===== src/logic/rpd_pkg.sv =====
// Shared constants and types for the reference pulse decoder.
package rpd_pkg;

   // Encoding select codes.
   localparam logic [3:0] RPD_ENC_DEFAULT = 4'h0;
   localparam logic [3:0] RPD_ENC_NEG_BASE = 4'h5;
   localparam logic [3:0] RPD_ENC_MAX = 4'h9;

   // Input filter length in clock cycles when the filter is selected.
   localparam int unsigned RPD_FILTER_CYCLES = 8;

   // Width of the commanded position counter.
   localparam int unsigned RPD_POS_WIDTH = 32;

   // Pulse forms, independent of logic polarity.
   typedef enum logic [2:0] {
      RPD_FORM_SIGN_PULSE,
      RPD_FORM_FWD_REV,
      RPD_FORM_QUAD_X1,
      RPD_FORM_QUAD_X2,
      RPD_FORM_QUAD_X4
   } rpd_form_e;

endpackage : rpd_pkg


===== src/logic/rpd_line_if.sv =====
// Carrier for the conditioned pulse and sign line levels.
`timescale 1ns/10ps
interface rpd_line_if;
   // Bit 0 is the pulse line, bit 1 the sign line.
   logic [1:0] lvl;

   modport src (output lvl);
   modport dst (input lvl);
endinterface : rpd_line_if


===== src/logic/rpd_input_cond.sv =====
// Synchroniser and optional glitch filter for the two reference pulse lines.
`timescale 1ns/10ps
module rpd_input_cond #(
   parameter int unsigned FILT_CYCLES = rpd_pkg::RPD_FILTER_CYCLES
) (
   // Clock and reset.
   input wire logic clk,
   input wire logic nrst,
   // Raw pin levels and filter enable.
   input wire logic [1:0] raw_lvl,
   input wire logic filt_en,
   // Conditioned levels.
   rpd_line_if.src lines
);
   import rpd_pkg::*;

   localparam int unsigned CW = $clog2(FILT_CYCLES + 1);
   localparam logic [CW-1:0] CNT_LAST = CW'(FILT_CYCLES - 1);

   logic [1:0] sync1_q;
   logic [1:0] sync2_q;
   logic [1:0] lvl_q;
   logic [CW-1:0] cnt_q [2];

   // Two flip-flops on each pin before any logic looks at it.
   always_ff @(posedge clk or negedge nrst) begin
      if (!nrst) begin
         sync1_q <= 2'h0;
         sync2_q <= 2'h0;
      end else begin
         sync1_q <= raw_lvl;
         sync2_q <= sync1_q;
      end
   end

   // A level change passes at once, or only after it has been steady for the filter length.
   // The filter trades a fixed delay for immunity to short spikes on open-collector wiring.
   always_ff @(posedge clk or negedge nrst) begin
      if (!nrst) begin
         lvl_q <= 2'h0;
         cnt_q[0] <= '0;
         cnt_q[1] <= '0;
      end else begin
         for (int i = 0; i < 2; i++) begin
            if (sync2_q[i] != lvl_q[i]) begin
               if (!filt_en || cnt_q[i] == CNT_LAST) begin
                  lvl_q[i] <= sync2_q[i];
                  cnt_q[i] <= '0;
               end else begin
                  cnt_q[i] <= cnt_q[i] + CW'(1);
               end
            end else begin
               cnt_q[i] <= '0;
            end
         end
      end
   end

   assign lines.lvl = lvl_q;

endmodule : rpd_input_cond


===== src/logic/rpd_decoder.sv =====
// Reference pulse decoder: turns host pulse lines into a signed commanded position.
`timescale 1ns/10ps
module rpd_decoder #(
   parameter int unsigned POS_WIDTH = rpd_pkg::RPD_POS_WIDTH,
   parameter int unsigned FILT_CYCLES = rpd_pkg::RPD_FILTER_CYCLES
) (
   // Clock and reset.
   input wire logic clk,
   input wire logic nrst,
   // Reference pulse pins, already resolved to logic levels by the receivers.
   input wire logic reference_pulse_line,
   input wire logic reference_sign_line,
   // Configuration from the drive's parameter store, same clock domain.
   input wire logic [3:0] pulse_encoding_select,
   input wire logic pulse_input_filter_select,
   // Sequence inputs from the host connector, asynchronous.
   input wire logic servo_on,
   input wire logic error_clear,
   // Commanded position and count events.
   output logic signed [POS_WIDTH-1:0] position_q,
   output logic step_q,
   output logic dir_q
);
   import rpd_pkg::*;

   rpd_line_if lines ();

   logic [3:0] enc_q;
   logic enc_chg_q;
   logic [1:0] seq_s1_q;
   logic [1:0] seq_s2_q;
   logic a_prev_q;
   logic b_prev_q;
   logic filt_q;
   rpd_form_e form;
   logic neg;
   logic a;
   logic b;
   logic signed [2:0] delta;
   logic servo_on_s;
   logic clear_s;
   logic accept;
   logic a_rise;
   logic b_rise;
   logic a_move;
   logic b_move;

   // Splits an encoding code into its form and polarity; codes above 9 decode as quadrature x4 but are not valid.
   function automatic logic decode_valid(input logic [3:0] code);
      return code <= RPD_ENC_MAX;
   endfunction : decode_valid

   function automatic rpd_form_e decode_form(input logic [3:0] code);
      logic [3:0] base;
      base = (code >= RPD_ENC_NEG_BASE) ? code - RPD_ENC_NEG_BASE : code;
      case (base)
         4'h0: return RPD_FORM_SIGN_PULSE;
         4'h1: return RPD_FORM_FWD_REV;
         4'h2: return RPD_FORM_QUAD_X1;
         4'h3: return RPD_FORM_QUAD_X2;
         default: return RPD_FORM_QUAD_X4;
      endcase
   endfunction : decode_form

   // Rising edge of a conditioned line against its level one cycle earlier.
   function automatic logic rose(input logic cur, input logic prev);
      return cur && !prev;
   endfunction : rose

   // Any change of a conditioned line against its level one cycle earlier.
   function automatic logic moved(input logic cur, input logic prev);
      return cur != prev;
   endfunction : moved

   // One signed count, forward when the argument is high.
   function automatic logic signed [2:0] unit_step(input logic fwd);
      return fwd ? 3'sd1 : -3'sd1;
   endfunction : unit_step

   // Pin conditioning for both lines. With the filter off a pin edge reaches the position and step
   // registers on the fourth clock edge, counting the one that first samples it.
   rpd_input_cond #(
      .FILT_CYCLES(FILT_CYCLES)
   ) u_cond (
      .clk(clk),
      .nrst(nrst),
      .raw_lvl({reference_sign_line, reference_pulse_line}),
      .filt_en(filt_q),
      .lines(lines.src)
   );

   // Configuration is latched so that a change is seen one cycle late and can be masked.
   always_ff @(posedge clk or negedge nrst) begin
      if (!nrst) begin
         enc_q <= RPD_ENC_DEFAULT;
         enc_chg_q <= 1'b0;
         filt_q <= 1'b0;
      end else begin
         enc_q <= pulse_encoding_select;
         enc_chg_q <= (pulse_encoding_select != enc_q);
         filt_q <= pulse_input_filter_select;
      end
   end

   // Servo on and error clear come from the connector and are synchronised.
   always_ff @(posedge clk or negedge nrst) begin
      if (!nrst) begin
         seq_s1_q <= 2'h0;
         seq_s2_q <= 2'h0;
      end else begin
         seq_s1_q <= {error_clear, servo_on};
         seq_s2_q <= seq_s1_q;
      end
   end

   // Polarity: negative logic inverts both lines before any edge is judged.
   always_comb begin
      form = decode_form(enc_q);
      neg = (enc_q >= RPD_ENC_NEG_BASE);
      a = lines.lvl[0] ^ neg;
      b = lines.lvl[1] ^ neg;
   end

   // Synchronised sequence levels under their own names.
   assign servo_on_s = seq_s2_q[0];
   assign clear_s = seq_s2_q[1];

   // Edge flags of both polarity-adjusted lines against the previous cycle.
   always_comb begin
      a_rise = rose(a, a_prev_q);
      b_rise = rose(b, b_prev_q);
      a_move = moved(a, a_prev_q);
      b_move = moved(b, b_prev_q);
   end

   // Counts pass only with servo on, a defined code and no code change in the last cycle.
   // Masking the changeover cycle may lose one count, which is cheaper than a false polarity edge.
   always_comb begin
      accept = servo_on_s && decode_valid(enc_q) && !enc_chg_q;
   end

   // Per-cycle count change; a lead of the pulse line over the sign line is forward.
   always_comb begin
      delta = 3'sd0;
      case (form)
         RPD_FORM_SIGN_PULSE: begin
            if (a_rise) begin
               delta = unit_step(b);
            end
         end
         RPD_FORM_FWD_REV: begin
            // Simultaneous edges on both lines cancel out.
            delta = (a_rise ? 3'sd1 : 3'sd0) - (b_rise ? 3'sd1 : 3'sd0);
         end
         RPD_FORM_QUAD_X1: begin
            if (a_rise && !b_move) begin
               delta = unit_step(!b);
            end
         end
         RPD_FORM_QUAD_X2, RPD_FORM_QUAD_X4: begin
            // Both phases changing at once is an illegal quadrature step and is dropped.
            if (a_move && !b_move) begin
               delta = unit_step(a != b);
            end else if (b_move && !a_move && form == RPD_FORM_QUAD_X4) begin
               delta = unit_step(a == b);
            end
         end
         default: delta = 3'sd0;
      endcase
      // Pulses before servo on, on an undefined code, or across a code change are not accepted.
      if (!accept) begin
         delta = 3'sd0;
      end
   end

   // Previous levels, always tracked so that enabling counting never produces a false edge.
   always_ff @(posedge clk or negedge nrst) begin
      if (!nrst) begin
         a_prev_q <= 1'b0;
         b_prev_q <= 1'b0;
      end else begin
         a_prev_q <= a;
         b_prev_q <= b;
      end
   end

   // Commanded position: moves only by accepted counts; held at zero while clear is asserted.
   always_ff @(posedge clk or negedge nrst) begin
      if (!nrst) begin
         position_q <= '0;
      end else if (clear_s) begin
         position_q <= '0;
      end else begin
         position_q <= position_q + POS_WIDTH'(delta);
      end
   end

   // Count event outputs for the position loop.
   always_ff @(posedge clk or negedge nrst) begin
      if (!nrst) begin
         step_q <= 1'b0;
         dir_q <= 1'b0;
      end else begin
         step_q <= (delta != 3'sd0) && !clear_s;
         // A count refused by an active clear must not move the reported direction either.
         if ((delta != 3'sd0) && !clear_s) begin
            dir_q <= (delta > 3'sd0);
         end
      end
   end

endmodule : rpd_decoder


===== config.mk =====
export PLATFORM = sky130hd
export DESIGN_NAME = rpd_decoder
export DESIGN_NICKNAME = d
export VERILOG_FILES = /design/src/logic/rpd_pkg.sv /design/src/logic/rpd_line_if.sv /design/src/logic/rpd_input_cond.sv /design/src/logic/rpd_decoder.sv
export SDC_FILE = /design/constraint.sdc
export NUM_CORES = 1
export LEC_CHECK = 0
export ABC_AREA = 1
export ABC_CLOCK_PERIOD_IN_PS = 8800
export BUFFER_PORTS_ARGS = -buffer_cell sky130_fd_sc_hd__buf_4
export CORE_UTILIZATION = 60
export DETAILED_ROUTE_END_ITERATION = 6
export PLACE_DENSITY = 0.83
export SLEW_MARGIN = 10
export SYNTH_ARGS = -nofsm -noshare
export SYNTH_HDL_FRONTEND = slang
export SYNTH_SLANG_ARGS = --single-unit

===== constraint.sdc =====
create_clock -name clk -period 8.8 [get_ports clk]
set_clock_uncertainty 0.05 [all_clocks]
set_input_delay 0.44 -clock clk [delete_from_list [all_inputs] [get_ports clk]]
set_output_delay 0.44 -clock clk [all_outputs]
set_load 0.005 [all_outputs]

==> results of run 1 <==
==> final timing paths <==
path / endpoint / slack, ns / cells after the start
max: position_q[21]$_DFF_PN0_ / 3.78 / 27
min: u_cond.cnt_q[5]$_DFF_PN0_ / 0.12 / 1
max reg2reg: position_q[21]$_DFF_PN0_ / 3.78 / 27
min reg2reg: u_cond.sync2_q[1]$_DFF_PN0_ / 0.31 / 0
max in group asynchronous: position_q[25]$_DFF_PN0_ / 8.09 / 1
min in group clk: u_cond.sync1_q[0]$_DFF_PN0_ / 0.15 / 1
==> layout make-up <==
class                   count  area [um^2]
repair buffers             44        330.3
clock buffers              10        127.6
clock inverters             6        65.06
fillers                   514         1760
multi-input cells         404         2345
flip-flops and latches     60         1501
inverters                  62        232.7
well taps                  77        96.34
==> report_power, final <==
group	internal (mW)	switching (mW)
sequential	0.285	0.00819
combinational	0.0255	0.0415
clock	0.131	0.114
==> through the flow <==
step	power, mW	std cells	util, %	area [um^2]	worst slack, ns
floorplan	0.3406	531	-	4104	4.626
global placement	0.3616	647	69.76	4506	3.974
detailed placement	0.3657	647	69.76	4506	3.829
CTS	0.6124	663	72.74	4698	3.799
global route	0.6343	663	72.74	4698	3.355
finish	0.6051	663	72.74	4698	3.784
==> routing by layer <==
layer  vias up  track usage, %
li1       1893               -
met1      1749           35.69
met2       131           51.37
met3        16           6.686
met4         0           10.32
met5         -               0
==> synth_stat cells (3+ instances only) <==
master and count:
ha_1 38, xnor2_1 8, nand2_1 90, nor3_1 3, nand4_1 10, dfrtp_1 60, inv_1 58, nand2_2 8
inv_2 4, o21ai_0 36, a21oi_1 62, o21a_1 6, xor2_1 9, a31oi_1 4, a21o_1 4, nand3_1 27
o21ai_1 7, nor2_1 69, o21bai_1 3
==> sequential cells by signal, indices dropped and copies added, names as in the netlist <==
name              count
seq_s2_q              2
b_prev_q              1
u_cond.cnt_q          8
seq_s1_q              2
position_q           32
u_cond.sync2_q        2
u_cond.lines.lvl      2
filt_q                1
u_cond.sync1_q        2
step_q                1
enc_chg_q             1
a_prev_q              1
enc_q                 4
dir_q                 1
==> logic make-up after synthesis <==
family | after synthesis | share of synthesized area, %
XOR/XNOR | 17 | 3.628
buffers and inverters | 67 | 6.281
adder cells (fa/ha/maj) | 39 | 12.07
AO/OA/AOI/OAI | 131 | 17.84
multiplexers | 1 | 0.2744
flip-flops | 60 | 36.59
AND/OR/NAND/NOR | 216 | 23.32
==> worst max-delay path, delay by kind of cell, from the launching register on <==
kind / cells / cell delay [ns]
and+or+nand+nor: 13 / 1.32
buffers and inverters: 5 / 1.18
adders and majority gates: 3 / 0.96
AOI/OAI and AO/OA: 5 / 0.80
DFF: 1 / 0.43
xor gates and xnor gates: 1 / 0.16
==> summary.txt, run 1 <==
Global route
  – Total GRT Usage: 29.38%
  – Vias in the first global route: 3736
  – Largest net degree at the start of global routing: 61
  – GRT overflow: 0
  – Initial antenna violation count: 0
  – First-pass GRT wire length: 16510 um

Timing
  – Minimum clock period after layout: 5.016 ns
  – Hold_ws: 0.1167 ns
  – Final setup viols: 0
  – Slew Limit Fails: 0
  – Setup TNS: 0 ns
  – Slew of the pin with the lowest slew margin: 1.075 ns
  – Final Cycle Share: 57.00%
  – Slew headroom: 28.25%
  – Fin. Hold Viols: 0
  – RSZ-0062 raised after global routing: no
  – Peak Freq: 199.4 MHz

Setup path
  – Critical Path Start: enc_q[1]$_DFF_PN0_
  – Critical path type: reg2reg
  – Worst stage delay on the critical path: 0.78 ns
  – Most frequent cell on the critical path: nand2_1
  – Crit Path Max Fanout: 31
  – Setup crit start kind: register
  – CP Capture Type: register
  – Reg-to-reg critical path startpoint: enc_q[1]$_DFF_PN0_
  – Max stage delay cell, worst path: inv_1
  – CP Data Required Time: 8.97 ns
  – CP Data Arrival Time: 5.18 ns

Logic synthesis
  – Share of Yosys cell area claimed by the top area cell type: 36.59%
  – Post-synth EDFFs: 0
  – Asr flop ratio synth: 100.0%
  – Sequential share of the synthesized area: 36.59%
  – Synth Instances: 531
  – Cell accounting for the most synthesized area: dfrtp_1
  – Post-Syn Area per Cell: 7.729 um^2
  – Top cells by area, synth: dfrtp_1 (37%), ha_1 (12%), nand2_1 (8.2%)
  – Mapped Area: 0.004104 mm^2
  – Syn Nets: 581
  – Unique masters post-synth: 38
  – Ys Warns: 0
  – FF+latch count, synth: 60
  – Top FF cell, synth: dfrtp_1

Clock tree
  – CTS buffer count: 9
  – Post-CTS resize count: 0
  – Post-CTS setup buffer count: 0
  – H-tree depth: 3
  – Clock sinks: 60
  – Clk Latency, worst-skew pair: 0.34 ns
  – TritonCTS clock tree: done
  – CTS clk-pin slew, worst paths: 0.07 ns
  – Cts hold-fix bufs: 0
  – CTS Buffer Depth: 2
  – Root buffer cell: clkbuf_8

Flow run
  – Max Cap Viol: 0

Floorplan
  – Initial Util: 63.54%
  – Core Region: 0.006459 mm^2
  – DIE AREA: 0.007175 mm^2
  – DIE HEIGHT: 84.71 um
  – # rows: 29
  – Die width: 84.71 um
  – # IOs: 45

Drt
  – Met2 WL post-DR: 4790 um
  – Vias per Instance: 5.715
  – Met3 wire len: 536 um
  – Post-route ant nets: 0
  – Mean routed wirelength per cell: 14.64 um
  – Drt pass-1 iters: 7
  – Top Layer Used: met4
  – Final WL: 9709 um
  – DRC: 2
  – Met1 wire length: 4219 um
  – Initial DRC count: 158
  – Vias: 3789

Cells and area
  – Most frequent cells in the layout: nand2_1 (90), nor2_1 (69), a21oi_1 (62)
  – Nets@finish: 631
  – Ratio of cells with drive above 1 in the final layout: 14.16%
  – Synthesis-to-finish area growth: 14.48%
  – Most common cell after layout, fill and taps aside: nand2_1
  – ANT cells: 0

Outcome
  – Failing checks: design-rule violations
  – Outcome: finished with violations

Place
  – Port bufs: 44
  – Dpl hpwl: 7313 um
  – GP Congestion: 0.9481

Power
  – Power per cell area: 128.8 mW/mm^2
  – Peak supply drop: 0.00009135 V
  – Leakage dissipation: 2.432 nW

Hold path
  – Hold Crit Class: in2async
No activity file was read; power rests on OpenSTA's default activity.
==> run 2: changes to the inputs <==
Settings changed: ABC_AREA 1 to 0, ABC_CLOCK_PERIOD_IN_PS 8800 to 5100, CORE_UTILIZATION 60 to 59, PLACE_DENSITY 0.83 to 0.82.
Clock period 8.8 ns to 5.1 ns, I/O delays scaled along.
==> summary.txt, run 2 <==
Outcome
  – Outcome: finished clean

Timing
  – Peak Freq: 197.7 MHz (-0.86%)
  – Final setup viols: 0 (unchanged)
  – Setup TNS: 0 ns (unchanged)
  – Slew headroom: 48.50% (+20 points)
  – Slew Limit Fails: 0 (unchanged)
  – Final Cycle Share: 99.20% (+42 points)
  – Setup slack after layout: 0.04070 ns (-3.744 ns)
  – Minimum clock period after layout: 5.059 ns (+0.04360 ns)
  – Fin. Hold Viols: 0 (unchanged)
  – Slew of the pin with the lowest slew margin: 0.7725 ns (-0.3025 ns)
  – RSZ-0062 raised after global routing: yes
  – Hold_ws: 0.3009 ns (+0.1842 ns)

Clock tree
  – Clk Latency, worst-skew pair: 0.36 ns (+0.02 ns)
  – H-tree depth: 3 (unchanged)
  – CTS clk-pin slew, worst paths: 0.08 ns (about the same)
  – CTS buffer count: 9 (unchanged)
  – Root buffer cell: clkbuf_8
  – Clock sinks: 60 (unchanged)
  – CTS Buffer Depth: 2 (unchanged)
  – TritonCTS clock tree: done

Logic synthesis
  – Synth Instances: 388 (-27%)
  – Mapped Area: 0.003886 mm^2 (-5.3%)
  – Sequential share of the synthesized area: 38.63% (+2.0 points)
  – Top cells by count, synth: dfrtp_1 (60), nor2_1 (50), ha_1 (38)
  – Top FF cell, synth: dfrtp_1
  – Asr flop ratio synth: 100.0% (unchanged)
  – Top cells by area, synth: dfrtp_1 (39%), ha_1 (12%), nor2_1 (4.8%)
  – FF+latch count, synth: 60 (unchanged)
  – Post-synth EDFFs: 0 (unchanged)
  – Unique masters post-synth: 61 (+61%)
  – Post-Syn Area per Cell: 10.02 um^2 (+30%)
  – Cell with the most instances after synthesis: dfrtp_1
  – Cell accounting for the most synthesized area: dfrtp_1
  – Ys Warns: 0 (unchanged)
  – Share of Yosys cell area claimed by the top area cell type: 38.63% (+2.0 points)
  – Syn Nets: 438 (-25%)

Cells and area
  – Nets@finish: 525 (-17%)
  – Synthesis-to-finish area growth: 30.94%
  – Most common cell after layout, fill and taps aside: buf_4
  – ANT cells: 0 (unchanged)
  – Most frequent cells in the layout: buf_4 (73), dfrtp_1 (59), nor2_1 (50)
  – Max reg flops: 32 (unchanged)
  – Layout Cells excl Fill: 557 (-16%)
  – Ratio of cells with drive above 1 in the final layout: 29.38% (+15 points)
  – Finished Cell Area: 0.005089 mm^2 (+8.3%)
  – Fill count: 398 (-23%)
  – Largest registers: position_q x32, u_cond.cnt_q x8, enc_q x4
  – Top reg by flops: position_q

Flow run
  – Max Cap Viol: 0 (unchanged)

Drt
  – DRC: 0 (-2)
  – Post-route ant nets: 0 (unchanged)
  – Drt pass-1 iters: 4 (-3)
  – Mean routed wirelength per cell: 17.25 um (+18%)
  – Final WL: 9608 um (-1.0%)
  – Vias: 3367 (-11%)
  – Vias per Instance: 6.045 (+5.8%)
  – Initial DRC count: 217 (+37%)

Setup path
  – CP Data Arrival Time: 5.24 ns (+0.06 ns)
  – Largest delay contributor family on the critical path: compound AO/OA/AOI/OAI gates
  – Crit Path Max Fanout: 8 (-74%)
  – Cell count of the worst reg-to-reg path: 22 (-19%)
  – CP Capture Type: register
  – Reg2Reg Capture Point: position_q[29]$_DFF_PN0_
  – CP Buf/Inv Count: 4 (-1)
  – Max stage delay cell, worst path: dfrtp_2
  – Worst stage delay on the critical path: 0.47 ns (-0.31 ns)
  – CP Data Required Time: 5.28 ns (-3.69 ns)
  – Crit path cell chain: inv_4 > ha_4 > nand2b_4 > a21oi_4 > xnor2_2 > ha_4 > inv_4 > ha_4 > a211oi_4 > a2111oi_4 > o31ai_4 > clkinvlp_4 > buf_6 > ha_4 > and3_4 > a21bo_4 > a2111oi_4 > o21ai_2 > a21oi_4 > a211oi_2 > o31ai_2 > mux2_1
  – Reg-to-reg critical path startpoint: enc_q[0]$_DFF_PN0_
  – Setup crit start kind: register
  – R2r setup slk: 0.04 ns (-3.74 ns)
  – Critical path type: reg2reg
  – Most frequent cell on the critical path: ha_4

Global route
  – Vias in the first global route: 3190 (-15%)
  – First-pass GRT wire length: 14450 um (-12%)
  – GR Layer Usage met3: 4.672% (-2.0 points)
  – Total GRT Usage: 26.24% (-3.1 points)
  – Grt met2 use: 43.67% (-7.7 points)
  – Top Usage Layer GRT: met2
  – Initial antenna violation count: 0 (unchanged)
  – Met1 Resource Use GR: 33.36% (-2.3 points)
  – GRT overflow: 0 (unchanged)
  – Largest net degree at the start of global routing: 61 (unchanged)

Floorplan
  – DIE AREA: 0.006916 mm^2 (-3.6%)
  – Die width: 83.16 um (-1.8%)
  – Initial Util: 61.20% (-2.3 points)
  – DIE HEIGHT: 83.16 um (-1.8%)
  – # IOs: 45 (unchanged)
  – Core Region: 0.006350 mm^2 (-1.7%)
  – # rows: 29 (unchanged)

Place
  – Placed insts: 512 (-21%)
  – Dpl ws: -0.1373 ns (-3.966 ns)
  – Dpl hpwl: 5860 um (-20%)
  – GP Congestion: 0.8659 (-8.7%)
  – Area post-placement: 0.004484 mm^2 (-0.47%)
  – Port bufs: 44 (unchanged)

Power
  – Peak supply drop: 0.0001968 V (+120%)
  – Leakage dissipation: 2.551 nW (+4.9%)
  – Power per cell area: 228.8 mW/mm^2 (+78%)

Hold path
  – Hold path startpoint: seq_s1_q[0]$_DFF_PN0_
  – Hold depth: 0
  – Hold Crit Class: reg2reg
  – WHS Endpoint: seq_s2_q[0]$_DFF_PN0_
## run 2: power breakdown
group,internal [mW],switching [mW]
sequential,0.493,0.0181
combinational,0.0964,0.0925
clock,0.244,0.220
## run 2: metal layers
metal / share of wire, % / up-vias
met3: 4.6 / 29
li1: - / 1583
met4: 2.7 / 0
met2: 50 / 111
met1: 42 / 1644
met5: 0 / -
## run 2: logic make-up after synthesis
kind of cell             count (synthesis)  synth area share, %
AND/OR/NAND/NOR                        113                14.52
AO/OA/AOI/OAI                          105                20.70
flip-flops                              60                38.63
adder cells (fa/ha/maj)                 39                12.75
XOR/XNOR                                37                8.339
buffers and inverters                   25                2.511
multiplexers                             9                2.543
## run 2: cell type report
class	count	area [um^2]	share of cell area (%)
tap	77	96.34	1.893
sequential	60	1503	29.53
clock buffer	10	137.6	2.705
multi-input combinational	303	2519	49.50
inverter	14	61.31	1.205
clock inverter	6	70.07	1.377
timing repair buffer	87	701.9	13.79
## run 2: how the worst max path moves through the flow
stage	startpoint	to	slack, ns	depth (start not counted)
global route	enc_q[0]$_DFF_PN0_	position_q[29]$_DFF_PN0_	-0.13	22
global placement	enc_q[0]$_DFF_PN0_	position_q[29]$_DFF_PN0_	0.14	21
detailed placement	enc_q[0]$_DFF_PN0_	position_q[29]$_DFF_PN0_	-0.14	21
finish	enc_q[0]$_DFF_PN0_	position_q[29]$_DFF_PN0_	0.04	22
CTS	enc_q[0]$_DFF_PN0_	position_q[29]$_DFF_PN0_	-0.02	22
floorplan	enc_q[1]$_DFF_PN0_	position_q[30]$_DFF_PN0_	-0.08	20
## run 2: timing repair
action / 4_1_cts / 5_1_grt
gates resized for setup: 3 / 24
cloned: 0 / 0
endpoints found under the setup margin: 8 / 11
setup buffers: 0 / 20
pin swaps: 0 / 19
hold buffers: 10 / 0
endpoints found under the hold margin: 69 / 0
## run 2: through the flow
stage	utilization [%]	total power, mW
after floorplan	-	0.6011
after global placement	70.62	0.6426
after detailed placement	70.62	0.6484
after CTS	75.59	1.114
after global routing	80.14	1.202
final	80.14	1.164
==> run 3: changes to the inputs <==
Settings changed: BUFFER_PORTS_ARGS -buffer_cell sky130_fd_sc_hd__buf_4 to unset, CORE_UTILIZATION 59 to 55, DONT_BUFFER_PORTS set to 1, PLACE_DENSITY 0.82 to 0.72.
==> summary.txt, run 3 (synthesis results as in run 2) <==
Timing
  – Fin. Hold Viols: 0 (unchanged)
  – Minimum clock period after layout: 4.909 ns (-0.1500 ns)
  – Slew headroom: 58.89% (+10 points)
  – Slew Limit Fails: 0 (unchanged)
  – Slew of the pin with the lowest slew margin: 0.6166 ns (-0.1559 ns)
  – Setup TNS: 0 ns (unchanged)
  – Final setup viols: 0 (unchanged)
  – Final Cycle Share: 96.26% (-2.9 points)
  – Peak Freq: 203.7 MHz (+3.1%)
  – Setup slack after layout: 0.1907 ns (+0.1500 ns)

Place
  – GP Congestion: 0.8703 (+0.51%)
  – Dpl ws: -0.1159 ns (+0.02142 ns)
  – Area post-placement: 0.004193 mm^2 (-6.5%)
  – Dpl hpwl: 5686 um (-3.0%)
  – Port bufs: 0 (-100%)

Power
  – Logic pwr share: 14.8% (-1.4 points)
  – Leakage dissipation: 2.282 nW (-11%)
  – Power per cell area: 232.5 mW/mm^2 (+1.6%)
  – Peak supply drop: 0.0001690 V (-14%)
  – Clock power share: 38.5% (-1.4 points)
  – Psw: 287.2 uW (-13%)
  – Int Pwr: 807.5 uW (-3.1%)
  – Reg power frac: 46.7% (+2.8 points)
  – Switch share: 26.24% (-2.2 points)

Global route
  – First-pass GRT wire length: 13370 um (-7.5%)
  – GRT overflow: 0 (unchanged)
  – Initial antenna violation count: 0 (unchanged)
  – Largest net degree at the start of global routing: 61 (unchanged)
  – Vias in the first global route: 2922 (-8.4%)
  – Total GRT Usage: 23.04% (-3.2 points)

Cells and area
  – ANT cells: 0 (unchanged)
  – Most frequent cells in the layout: dfrtp_1 (59), nor2_1 (50), ha_1 (29)
  – Synthesis-to-finish area growth: 21.15%
  – Largest registers: position_q x32, u_cond.cnt_q x8, enc_q x4
  – Ratio of cells with drive above 1 in the final layout: 20.28% (-9.1 points)
  – Post-layout utilization of the core: 69.30% (-11 points)
  – Finished Cell Area: 0.004708 mm^2 (-7.5%)
  – Nets@finish: 475 (-9.5%)
  – Fill count: 511 (+28%)
  – Most common cell after layout, fill and taps aside: dfrtp_1
  – Top reg by flops: position_q
  – Max reg flops: 32 (unchanged)

Drt
  – Drt pass-1 iters: 4 (unchanged)
  – DRC: 0 (unchanged)
  – Vias: 3002 (-11%)
  – Mean routed wirelength per cell: 16.01 um (-7.2%)
  – Vias per Instance: 5.718 (-5.4%)
  – Initial DRC count: 127 (-41%)
  – Post-route ant nets: 0 (unchanged)
  – Final WL: 8404 um (-13%)

Floorplan
  – DIE HEIGHT: 86.06 um (+3.5%)
  – Initial Util: 57.20% (-4.0 points)
  – # rows: 30 (+3.4%)
  – Core Region: 0.006794 mm^2 (+7.0%)
  – # IOs: 45 (unchanged)
  – DIE AREA: 0.007406 mm^2 (+7.1%)
  – Die width: 86.06 um (+3.5%)

Setup path
  – Max stage delay cell, worst path: dfrtp_2
  – Worst stage delay on the critical path: 0.45 ns (-0.02 ns)
  – CP Buf/Inv Count: 3 (-1)
  – Critical path type: reg2reg
  – Crit path cell chain: ha_4 > nand2b_4 > a21oi_4 > xnor2_2 > ha_4 > inv_2 > ha_4 > a211oi_4 > a2111oi_4 > o31ai_4 > clkinvlp_4 > buf_6 > fa_2 > a21o_1 > a221o_1 > a311oi_2 > o211ai_2 > nand3_2 > nand2_2 > a221oi_2 > mux2_1
  – CP Capture Type: register
  – Largest delay contributor family on the critical path: compound AO/OA/AOI/OAI gates
  – CP Data Arrival Time: 5.09 ns (-0.15 ns)
  – Crit Path Max Fanout: 5 (-3)
  – CP Data Required Time: 5.28 ns (about the same)
  – Setup crit start kind: register
  – Most frequent cell on the critical path: ha_4

Clock tree
  – H-tree depth: 3 (unchanged)
  – Clock sinks: 60 (unchanged)
  – CTS buffer count: 9 (unchanged)
  – Root buffer cell: clkbuf_8
  – TritonCTS clock tree: done
  – Clk Latency, worst-skew pair: 0.34 ns (-0.02 ns)
  – CTS Buffer Depth: 2 (unchanged)
  – CTS clk-pin slew, worst paths: 0.07 ns (about the same)

Hold path
  – Hold Crit Class: in2reg

Outcome
  – Outcome: finished clean

Flow run
  – Max Cap Viol: 0 (unchanged)
## run 3: changes by cell type in the layout (fill, tap and decap cells not counted), moves of 2 or more
cell	before	now
buf_4	73	24
clkinv_2	1	3
buf_6	3	1
inv_6	3	0
## run 3: timing repair
action	4_1_cts	5_1_grt
pin swaps	0	16
buffers inserted	0	10
hold buffers	11	0
resized for setup	3	17
setup endpoints to repair	5	5
endpoints found under the hold margin	69	0
## run 3: area by class of cell
class	instances	area [um^2]	share of cell area [%]
Multi-Input combinational cell	303	2497	53.04
Inverter	14	58.81	1.249
Timing Repair Buffer	37	339.1	7.202
Sequential cell	60	1503	31.92
Tap cell	96	120.1	2.551
Clock inverter	5	52.55	1.116
Clock buffer	10	137.6	2.923
## run 3: final timing paths
check                                            start                               to  slack [ns]  cells after the start
max reg2reg                         enc_q[0]$_DFF_PN0_         position_q[30]$_DFF_PN0_        0.19                     21
min reg2reg                u_cond.sync1_q[1]$_DFF_PN0_      u_cond.sync2_q[1]$_DFF_PN0_        0.30                      0
max                                 enc_q[0]$_DFF_PN0_         position_q[30]$_DFF_PN0_        0.19                     21
max in group asynchronous                         nrst  u_cond.lines.lvl[0]$_DFFE_PN0P_        4.35                      2
min in group asynchronous                         nrst         position_q[27]$_DFF_PN0_        0.37                      2
min                           pulse_encoding_select[1]              enc_chg_q$_DFF_PN0_        0.07                      2
## run 3: worst register-to-register path: stages (launching register included)
cell and delay (ns):
dfrtp_2 0.45, ha_4 0.17, nand2b_4 0.15, a21oi_4 0.23, xnor2_2 0.17, ha_4 0.17
inv_2 0.05, ha_4 0.18, a211oi_4 0.29, a2111oi_4 0.06, o31ai_4 0.25, clkinvlp_4 0.19
buf_6 0.17, fa_2 0.36, a21o_1 0.21, a221o_1 0.35, a311oi_2 0.35, o211ai_2 0.16
nand3_2 0.13, nand2_2 0.07, a221oi_2 0.24, mux2_1 0.33
## run 3: metrics by stage
| step | hold WS, ns | std cells | total power, mW |
|---|---|---|---|
| global placement | -0.08943 | 489 | 0.6209 |
| CTS | 0.04505 | 515 | 1.069 |
| finish | 0.06838 | 525 | 1.095 |
| global route | 0.07747 | 525 | 1.142 |
| detailed placement | -0.08945 | 489 | 0.6245 |
| floorplan | -0.09059 | 388 | 0.6011 |
## run 3: power by group through the flow
stage,combinational (mW),clock (mW),sequential [mW]
after floorplan,0.0897,0,0.511
after global placement,0.102,0,0.518
after detailed placement,0.105,0,0.519
after CTS,0.125,0.433,0.511
after global routing,0.176,0.452,0.514
final,0.162,0.421,0.512
## run 3: metal layers
layer | up-vias | GRT usage (%) | share of wire (%)
met2 | 60 | 37.66 | 47
met3 | 12 | 7.603 | 4.7
met1 | 1453 | 28.86 | 47
met5 | - | 0 | 0
met4 | 0 | 7.273 | 1.3
li1 | 1477 | - | -
